<file path="src/core/sbam_pkg.sv">
// Package for the SDRAM bank size register and address multiplexer
package sbam_pkg;
    // ****************************************************************
    // Register map
    // ****************************************************************
    localparam logic [31:0] BANK_SIZE_ADDR = 32'h0f000408;
    localparam logic [31:0] ADDR_MASK = 32'h00000ffc; // Decoded low bits
    localparam logic [31:0] BANK_SIZE_OFF = BANK_SIZE_ADDR & ADDR_MASK;
    localparam logic [31:0] STATUS_OFF = 32'h00000800;
    localparam int NUM_BANKS = 4;
    localparam int CODE_W = 3;
    localparam int FIELD_STRIDE = 4;
    localparam logic [15:0] WRITE_MASK = 16'h7777;
    // ****************************************************************
    // Size codes and reset values
    // ****************************************************************
    localparam logic [2:0] SIZE_8MB = 3'h2;
    localparam logic [2:0] SIZE_16MB = 3'h3;
    localparam logic [2:0] SIZE_32MB = 3'h4;
    localparam logic [2:0] SIZE_64MB = 3'h5;
    localparam logic [2:0] RESET_CODE_NARROW = SIZE_32MB;
    localparam logic [2:0] RESET_CODE_WIDE = SIZE_64MB;
    // Bank sizes in units of 8 MB
    localparam logic [3:0] UNITS_8MB = 4'h1;
    localparam logic [3:0] UNITS_16MB = 4'h2;
    localparam logic [3:0] UNITS_32MB = 4'h4;
    localparam logic [3:0] UNITS_64MB = 4'h8;
    // ****************************************************************
    // Bus responses and mux phase
    // ****************************************************************
    localparam logic [1:0] RESP_OKAY = 2'h0;
    localparam logic [1:0] RESP_SLVERR = 2'h2;
    typedef enum logic [1:0] {
        PH_IDLE = 2'h0,
        PH_ROW = 2'h1,
        PH_COL = 2'h3
    } sbam_phase_type;

    // Size code to bank size in 8 MB units; reserved codes give zero
    function automatic logic [3:0] sbam_units(input logic [2:0] code, input logic wide);
        logic [3:0] u;
        u = 4'h0;
        unique case (code)
            SIZE_8MB: u = UNITS_8MB;
            SIZE_16MB: u = UNITS_16MB;
            SIZE_32MB: u = UNITS_32MB;
            SIZE_64MB: u = wide ? UNITS_64MB : 4'h0;
            default: u = 4'h0;
        endcase
        return u;
    endfunction : sbam_units
endpackage : sbam_pkg

</file>
<file path="src/core/sbam_addr_mux.sv">
// Row and column mapping of the physical address onto the SDRAM pins
`timescale 1ns/100ps
module sbam_addr_mux
    import sbam_pkg::*;
(
    // Address source
    input wire logic [25:1] physAddr,
    input wire logic wideBusSelect,
    input wire logic precharge,
    // Mapped pin values
    output logic [14:0] rowPins,
    output logic [14:0] colPins
);
    // ****************************************************************
    // Mapping per bus mode
    // ****************************************************************
    logic [25:0] a;
    always_comb
    begin
        a = {physAddr, 1'b0};
        if (wideBusSelect)
        begin
            // Wide bus: everything one bit higher
            rowPins = {a[19], a[18], a[25], a[23], a[22], a[21], a[20], a[17:10]};
            colPins = {a[19], a[18], a[25], a[23], precharge, a[21], a[24], a[9:2]};
        end
        else
        begin
            rowPins = {a[18], a[17], a[24], a[22], a[21], a[20], a[19], a[16:9]};
            colPins = {a[18], a[17], a[24], a[22], precharge, a[20], a[23], a[8:1]};
        end
    end
endmodule : sbam_addr_mux

</file>
<file path="src/core/sbam_bank_size.sv">
// Bank size register, bank decode and multiplexed SDRAM address output
//
// Contract
// - Reserved bits 15, 11, 7, 3 read zero; writes to them ignored.
// - Four three-bit size fields at 14:12, 10:8, 6:4, 2:0.
// - Codes 010/011/100 give 8/16/32 MB; 101 gives 64 MB wide only.
// - Reset loads 100 per field on 16-bit bus, 101 on 32-bit bus.
// - Row then column address driven on fifteen pins with strobes.
// - Bank selects carry bits 18,17 narrow or 19,18 wide.
// - A12, A11, A9 carry 24,22,20 narrow or 25,23,21 wide.
// - A10 carries bit 21 or 22 at row, command at column.
// - A8 carries 19/23 narrow or 20/24 wide for row/column.
// - A7..A0 carry 16..9/8..1 narrow or 17..10/9..2 wide.
// - Address comes from core or DMA unit, bits 25 down to 1.
// - Bus width input: zero selects 16-bit, one selects 32-bit map.
// - Every access ends with auto-precharge on A10 at column.
//
// Register access over AXI4-Lite was decided locally.
`timescale 1ns/100ps
module sbam_bank_size
    import sbam_pkg::*;
(
    // Clock and reset
    input wire logic mclk,
    input wire logic rst_n,
    // Configuration
    input wire logic wideBusSelect,
    // Access request from core or DMA unit
    input wire logic accessReq,
    input wire logic dmaSelect,
    input wire logic [25:1] coreAddr,
    input wire logic [25:1] dmaAddr,
    // SDRAM address pins
    output logic [14:0] sdramAddr,
    output logic rowStrobe,
    output logic colStrobe,
    output logic [NUM_BANKS-1:0] bankHit,
    output logic accessDone,
    // AXI4-Lite slave
    input wire logic [31:0] s_axi_awaddr,
    input wire logic s_axi_awvalid,
    output logic s_axi_awready,
    input wire logic [31:0] s_axi_wdata,
    input wire logic [3:0] s_axi_wstrb,
    input wire logic s_axi_wvalid,
    output logic s_axi_wready,
    output logic [1:0] s_axi_bresp,
    output logic s_axi_bvalid,
    input wire logic s_axi_bready,
    input wire logic [31:0] s_axi_araddr,
    input wire logic s_axi_arvalid,
    output logic s_axi_arready,
    output logic [31:0] s_axi_rdata,
    output logic [1:0] s_axi_rresp,
    output logic s_axi_rvalid,
    input wire logic s_axi_rready
);
    // ****************************************************************
    // Signals
    // ****************************************************************
    logic [15:0] bankSize_r;
    logic strapDone_r;
    logic wideLatched_r;
    logic awTaken_r;
    logic wTaken_r;
    logic [31:0] awAddr_r;
    logic [31:0] wData_r;
    logic [3:0] wStrb_r;
    sbam_phase_type phase_r;
    logic [25:1] addrHold_r;
    logic [14:0] rowPins;
    logic [14:0] colPins;
    logic [7:0] limit [NUM_BANKS];
    logic [7:0] addrUnits;

    // Register offset match in the decoded window
    function automatic logic hit_off(input logic [31:0] addr, input logic [31:0] off);
        return (addr & ADDR_MASK) == off;
    endfunction : hit_off

    // ****************************************************************
    // AXI4-Lite write path
    // ****************************************************************
    // Address and data taken in either order, response after both
    always_ff @(posedge mclk or negedge rst_n)
    begin
        if (!rst_n)
        begin
            awTaken_r <= 1'b0;
            wTaken_r <= 1'b0;
            awAddr_r <= 32'h00000000;
            wData_r <= 32'h00000000;
            wStrb_r <= 4'h0;
            s_axi_bvalid <= 1'b0;
            s_axi_bresp <= RESP_OKAY;
            s_axi_awready <= 1'b1;
            s_axi_wready <= 1'b1;
        end
        else
        begin
            if (s_axi_awvalid && s_axi_awready)
            begin
                awTaken_r <= 1'b1;
                awAddr_r <= s_axi_awaddr;
                s_axi_awready <= 1'b0; // Held item blocks the channel
            end
            if (s_axi_wvalid && s_axi_wready)
            begin
                wTaken_r <= 1'b1;
                wData_r <= s_axi_wdata;
                wStrb_r <= s_axi_wstrb;
                s_axi_wready <= 1'b0;
            end
            if (awTaken_r && wTaken_r && !s_axi_bvalid)
            begin
                awTaken_r <= 1'b0;
                wTaken_r <= 1'b0;
                s_axi_bvalid <= 1'b1;
                s_axi_bresp <= (hit_off(awAddr_r, BANK_SIZE_OFF) ||
                    hit_off(awAddr_r, STATUS_OFF)) ? RESP_OKAY : RESP_SLVERR;
            end
            else if (s_axi_bvalid && s_axi_bready)
            begin
                // Response accepted: both channels open again
                s_axi_bvalid <= 1'b0;
                s_axi_awready <= 1'b1;
                s_axi_wready <= 1'b1;
            end
        end
    end

    // ****************************************************************
    // Bank size register
    // ****************************************************************
    // Reset value follows the bus width caught after release
    always_ff @(posedge mclk or negedge rst_n)
    begin
        if (!rst_n)
        begin
            bankSize_r <= 16'h0000;
            strapDone_r <= 1'b0;
            wideLatched_r <= 1'b0;
        end
        else if (!strapDone_r)
        begin
            strapDone_r <= 1'b1;
            wideLatched_r <= wideBusSelect;
            for (int i = 0; i < NUM_BANKS; i++)
            begin
                bankSize_r[i*FIELD_STRIDE +: CODE_W] <=
                    wideBusSelect ? RESET_CODE_WIDE : RESET_CODE_NARROW;
            end
        end
        else if (awTaken_r && wTaken_r && !s_axi_bvalid && hit_off(awAddr_r, BANK_SIZE_OFF))
        begin
            // Byte lanes kept; reserved bits stay zero
            if (wStrb_r[0])
                bankSize_r[7:0] <= wData_r[7:0] & WRITE_MASK[7:0];
            if (wStrb_r[1])
                bankSize_r[15:8] <= wData_r[15:8] & WRITE_MASK[15:8];
        end
    end

    // ****************************************************************
    // AXI4-Lite read path
    // ****************************************************************
    always_ff @(posedge mclk or negedge rst_n)
    begin
        if (!rst_n)
        begin
            s_axi_rvalid <= 1'b0;
            s_axi_rdata <= 32'h00000000;
            s_axi_rresp <= RESP_OKAY;
            s_axi_arready <= 1'b1;
        end
        else if (s_axi_arvalid && s_axi_arready)
        begin
            s_axi_rvalid <= 1'b1;
            s_axi_arready <= 1'b0; // One read under way
            s_axi_rresp <= RESP_OKAY;
            if (hit_off(s_axi_araddr, BANK_SIZE_OFF))
                s_axi_rdata <= {16'h0000, bankSize_r & WRITE_MASK};
            else if (hit_off(s_axi_araddr, STATUS_OFF))
                s_axi_rdata <= {28'h0000000, phase_r, wideLatched_r, strapDone_r};
            else
            begin
                s_axi_rdata <= 32'h00000000;
                s_axi_rresp <= RESP_SLVERR;
            end
        end
        else if (s_axi_rvalid && s_axi_rready)
        begin
            s_axi_rvalid <= 1'b0;
            s_axi_arready <= 1'b1;
        end
    end

    // ****************************************************************
    // Contiguous bank limits
    // ****************************************************************
    // Running sum of sizes gives each bank's upper bound
    always_comb
    begin
        logic [7:0] acc;
        acc = 8'h00;
        for (int i = 0; i < NUM_BANKS; i++)
        begin
            acc = acc + {4'h0, sbam_units(bankSize_r[i*FIELD_STRIDE +: CODE_W],
                wideLatched_r)};
            limit[i] = acc;
        end
    end
    // Address in 8 MB units: bits 25:23
    assign addrUnits = {5'h00, addrHold_r[25:23]};

    // ****************************************************************
    // Address multiplexer
    // ****************************************************************
    sbam_addr_mux u_mux (
        .physAddr(addrHold_r),
        .wideBusSelect(wideLatched_r),
        .precharge(1'b1),
        .rowPins(rowPins),
        .colPins(colPins)
    );

    // Row phase then column phase per access
    always_ff @(posedge mclk or negedge rst_n)
    begin
        if (!rst_n)
        begin
            phase_r <= PH_IDLE;
            addrHold_r <= 25'h0000000;
            sdramAddr <= 15'h0000;
            rowStrobe <= 1'b0;
            colStrobe <= 1'b0;
            bankHit <= '0;
            accessDone <= 1'b0;
        end
        else
        begin
            rowStrobe <= 1'b0;
            colStrobe <= 1'b0;
            accessDone <= 1'b0;
            unique case (phase_r)
                PH_IDLE:
                begin
                    if (accessReq && strapDone_r)
                    begin
                        addrHold_r <= dmaSelect ? dmaAddr : coreAddr;
                        phase_r <= PH_ROW;
                    end
                end
                PH_ROW:
                begin
                    sdramAddr <= rowPins;
                    rowStrobe <= 1'b1;
                    for (int i = 0; i < NUM_BANKS; i++)
                    begin
                        bankHit[i] <= (addrUnits < limit[i]) &&
                            (i == 0 || addrUnits >= limit[i == 0 ? 0 : i-1]);
                    end
                    phase_r <= PH_COL;
                end
                PH_COL:
                begin
                    sdramAddr <= colPins;
                    colStrobe <= 1'b1;
                    accessDone <= 1'b1;
                    phase_r <= PH_IDLE;
                end
                default: phase_r <= PH_IDLE;
            endcase
        end
    end

    // ****************************************************************
    // Checks
    // ****************************************************************
    a_reserved_zero: assert property (@(posedge mclk) disable iff (!rst_n)
        (bankSize_r & ~WRITE_MASK) == 16'h0000)
        else $error("reserved size bits not zero");
    a_reset_code: assert property (@(posedge mclk) disable iff (!rst_n)
        $rose(strapDone_r) |-> bankSize_r[2:0] ==
            (wideLatched_r ? RESET_CODE_WIDE : RESET_CODE_NARROW))
        else $error("bank size reset code wrong");
    a_row_then_col: assert property (@(posedge mclk) disable iff (!rst_n)
        rowStrobe |=> colStrobe && !rowStrobe)
        else $error("column phase did not follow row");
    a_col_precharge: assert property (@(posedge mclk) disable iff (!rst_n)
        colStrobe |-> sdramAddr[10])
        else $error("auto precharge missing at column");
    a_bank_sel_stable: assert property (@(posedge mclk) disable iff (!rst_n)
        rowStrobe |=> sdramAddr[14:13] == $past(sdramAddr[14:13]))
        else $error("bank select changed between phases");
    a_high_bits_stable: assert property (@(posedge mclk) disable iff (!rst_n)
        rowStrobe |=> {sdramAddr[12:11], sdramAddr[9]} ==
            {$past(sdramAddr[12:11]), $past(sdramAddr[9])})
        else $error("A12 A11 A9 changed between phases");
    a_row_low_bits: assert property (@(posedge mclk) disable iff (!rst_n)
        rowStrobe |-> sdramAddr[7:0] ==
            (wideLatched_r ? addrHold_r[17:10] : addrHold_r[16:9]))
        else $error("row low bits mismatch");
    a_col_a8: assert property (@(posedge mclk) disable iff (!rst_n)
        colStrobe |-> sdramAddr[8] == (wideLatched_r ? addrHold_r[24] : addrHold_r[23]))
        else $error("column A8 mismatch");
    a_row_a10: assert property (@(posedge mclk) disable iff (!rst_n)
        rowStrobe |-> sdramAddr[10] == (wideLatched_r ? addrHold_r[22] : addrHold_r[21]))
        else $error("row A10 mismatch");
    a_one_bank_hit: assert property (@(posedge mclk) disable iff (!rst_n)
        colStrobe |-> $countones(bankHit) <= 1)
        else $error("more than one bank selected");
endmodule : sbam_bank_size

</file>
<file path="config.mk">
export PLATFORM = sky130hd
export DESIGN_NAME = sbam_bank_size
export DESIGN_NICKNAME = d
export VERILOG_FILES = /design/src/core/sbam_pkg.sv /design/src/core/sbam_addr_mux.sv /design/src/core/sbam_bank_size.sv
export SDC_FILE = /design/constraint.sdc
export NUM_CORES = 1
export LEC_CHECK = 0
export BUFFER_PORTS_ARGS = -buffer_cell sky130_fd_sc_hd__buf_2
export CORE_ASPECT_RATIO = 0.8
export CORE_MARGIN = 2
export CORE_UTILIZATION = 43
export CTS_CLUSTER_DIAMETER = 100
export DETAILED_ROUTE_END_ITERATION = 10
export PLACE_DENSITY = 0.72
export SLEW_MARGIN = 20
export SYNTH_ARGS = -nofsm -noshare
export SYNTH_HDL_FRONTEND = slang
export SYNTH_SLANG_ARGS = --single-unit
</file>
<file path="constraint.sdc">
create_clock -name mclk -period 5.6 [get_ports mclk]
set_clock_uncertainty 0.1 [all_clocks]
set_input_delay 0 -clock mclk [delete_from_list [all_inputs] [get_ports mclk]]
set_output_delay 0 -clock mclk [all_outputs]
set_load 0.02 [all_outputs]
</file>
==> flow_summary.toml <==
[logic_synthesis]
synth_edf_count = 0
ys_types = 54
syn_area_sq_um = 5650
synth-adder-area-share_pct = 6.16
synth_xor_area_share_pct = 0.775
yosys.area_share.simple_pct = 11.6
muxShareOfSynthArea_pct = 16.0
synthesis.instances = 508
seq_area_frac_synth_pct = 47.9
synth_seq_cells = 108
synth_compound_area_share_pct = 11.1
synth_flop_cell = "dfrtp_1"
synth_top_family_by_area = "multiplexers"
yosys_warnings = 0
syn_area_per_cell_sq_um = 11.1
synthArstFlopShare_pct = 100

[drt]
avgRoutedWirePerCell_um = 15.7
wl_um = 14100
drt_iter0_markers = 293
viasPerCell = 5.20
num_vias = 4674
drc = 0
ant_nets = 0
firstDrtPassIters = 4

[floorplanning]
ioPinCount = 223
start_util_pct = 44.0
coreArea_sq_um = 12800
die_x_um = 132
die_area_sq_um = 14100
row_count = 37
dieHeight_um = 107

[clocking]
clk_pin_slew_worst_paths_ns = 0.08
root_buffer = "clkbuf_16"
cts_setup_buffers = 0
htree_levels = 3
clk_latency_ns = 0.35
clock_sinks = 108
cts_tree = "built"
cts_made_buffers = 9
cts_buffer_depth = 2

[sta]
layout_min_cycle_time_ns = 3.93
timing.slew.headroom_pct = 32.7
finalSetupViolCount = 0
whs_ns = 0.00946
finalSetupTns_ns = 0
max_freq_mhz = 254
slew_viol_final = 0
hold_viol = 0
rsz0062_at_grt = "false"
layout_setup_ws_ns = 1.67
finalCritPeriodShare_pct = 70.3
tightest_slew_ns = 1.00

[placement]
place_hpwl_um = 9560
io_buffers = 135
finalWeightedCongestion = 0.864
post-place-ws_ns = 1.71

[final_layout]
fin_nets = 904
fill_cells = 1066
diodes = 0
drive_above_1_share_pct = 29.0
area_growth_pct = 34.3

[min_path]
min_path_type = "in -> async"

[outcome]
status = "completed"

[worst_setup_path]
arrival_ns = 4.09
required_ns = 5.75
crit_type = "reg -> reg"
cp-start-kind = "flop"
critPathMaxStageDelay_ns = 0.54
reg2reg_depth = 13
end_kind = "flop"
path_common_cell = "fa_1"
path_cells = "nor3b_1 -> ha_1 -> fa_1 -> inv_1 -> fa_1 -> inv_1 -> fa_1 -> xnor2_1 -> ha_1 -> a21o_1 -> a31oi_1 -> nor4_1 -> o31ai_1"
worstPathMaxFanout = 6
slowest_stage = "fa_1"

[grt]
grt_pass1_vias = 4947
grt_max_degree = 79
gr-total-overflow = 0
grt_pass1_wl_um = 23700
antenna_found_initial = 0
track_usage_pct = 21.1

[power_and_ir_drop]
leakage_nw = 3.56
ir_drop_mv = 0.238
p_per_area_nw_per_um2 = 409

[run]
cap_violations = 0
final timing paths:
path                                  start        endpoint  slack, ns
hold / removal                        rst_n     awAddr_r[8]      0.009
hold reg to reg              s_axi_rdata[3]  s_axi_rdata[3]       0.38
setup / recovery              bankSize_r[1]      bankHit[3]       1.67
max in group asynchronous             rst_n  addrHold_r[22]       4.07
setup reg to reg              bankSize_r[1]      bankHit[3]       1.67
min in group mclk          s_axi_araddr[11]  s_axi_rresp[1]       0.05
report_power, final:
part	internal [mW]	switching [mW]
Clock	0.363	0.316
Combinational	0.556	0.532
Sequential	1.07	0.265
metal layers:
metal  track usage (%)  up-vias  part of all wire [%]
li1                  -     2209                     -
met5                 0        -                     0
met3              4.67       28                   4.9
met1              26.2     2287                    43
met4              7.22        0                   2.1
met2              36.5      150                    50
flip-flops by register name, summed over array words and instances, names as in the netlist, 2 cells and up:
register,count
s_axi_rdata,13
wData_r,12
bankHit,4
phase_r,2
sdramAddr,15
addrHold_r,25
awAddr_r,10
bankSize_r,12
wStrb_r,2
worst max-delay path, delay by kind of cell (launching register included):
kind / cells / cell delay (ns)
compound gates: 3 / 0.60
xor+xnor: 1 / 0.19
buf+inv: 2 / 0.18
fa+ha+maj: 5 / 2.03
flops: 1 / 0.47
simple gates: 2 / 0.28
cell usage in the layout (no fill, tap or decap), types with 15 or more instances in the layout:
master / netlist / layout
nor2_1: 35 / 35
conb_1: 2 / 22
mux2i_1: 32 / 32
o21ai_0: 15 / 15
nand2_1: 17 / 17
dfrtp_1: 105 / 105
dlygate4sd3_1: 0 / 87
inv_1: 24 / 24
buf_2: 1 / 134
mux2_2: 34 / 34
nand3_1: 20 / 20
ha_1: 23 / 23
a21oi_1: 43 / 43
logic make-up after synthesis:
logic type               Yosys count
buffers and inverters             70
AND/OR/NAND/NOR                  118
XOR/XNOR                           5
adder cells (fa/ha/maj)           26
AO/OA/AOI/OAI                    104
flip-flops                       108
multiplexers                      75
other                              2
final cells by class:
cell class | instances | area [sq um] | area share, %
Timing Repair Buffer | 225 | 1570 | 20.7
Sequential cell | 108 | 2710 | 35.7
Clock buffer | 9 | 225 | 2.97
Tap cell | 175 | 219 | 2.89
Multi-Input combinational cell | 350 | 2670 | 35.2
Clock inverter | 7 | 106 | 1.40
Inverter | 24 | 90.1 | 1.19
synth_stat cells, types with 15 or more instances:
| cell type | count | area share (%) |
|---|---|---|
| dfrtp_1 | 105 | 47 |
| a21oi_1 | 43 | 3.8 |
| nor2_1 | 35 | 2.3 |
| mux2_2 | 34 | 6.8 |
| mux2i_1 | 32 | 5.7 |
| inv_1 | 24 | 1.6 |
| ha_1 | 23 | 5.1 |
| buf_4 | 22 | 2.9 |
| clkbuf_1 | 20 | 1.3 |
| nand3_1 | 20 | 1.8 |
| nand2_1 | 17 | 1.1 |
| o21ai_0 | 15 | 1.3 |
per-stage QoR:
step	cells	instance area (sq um)	power, mW	utilization [%]
global placement	795	6380	2.30	49.8
detailed placement	795	6380	2.37	49.8
global route	898	7590	3.32	59.2
finish	898	7590	3.10	59.2
CTS	898	7590	3.12	59.2
floorplan	528	5720	2.05	-
repair_timing:
item                                    4_1_cts  5_1_grt
endpoints found under the setup margin        0        0
hold endpoints to repair                     92        0
hold buffers                                 87        0
resized for setup                             0        0
No activity file was read; power rests on OpenSTA's default activity.
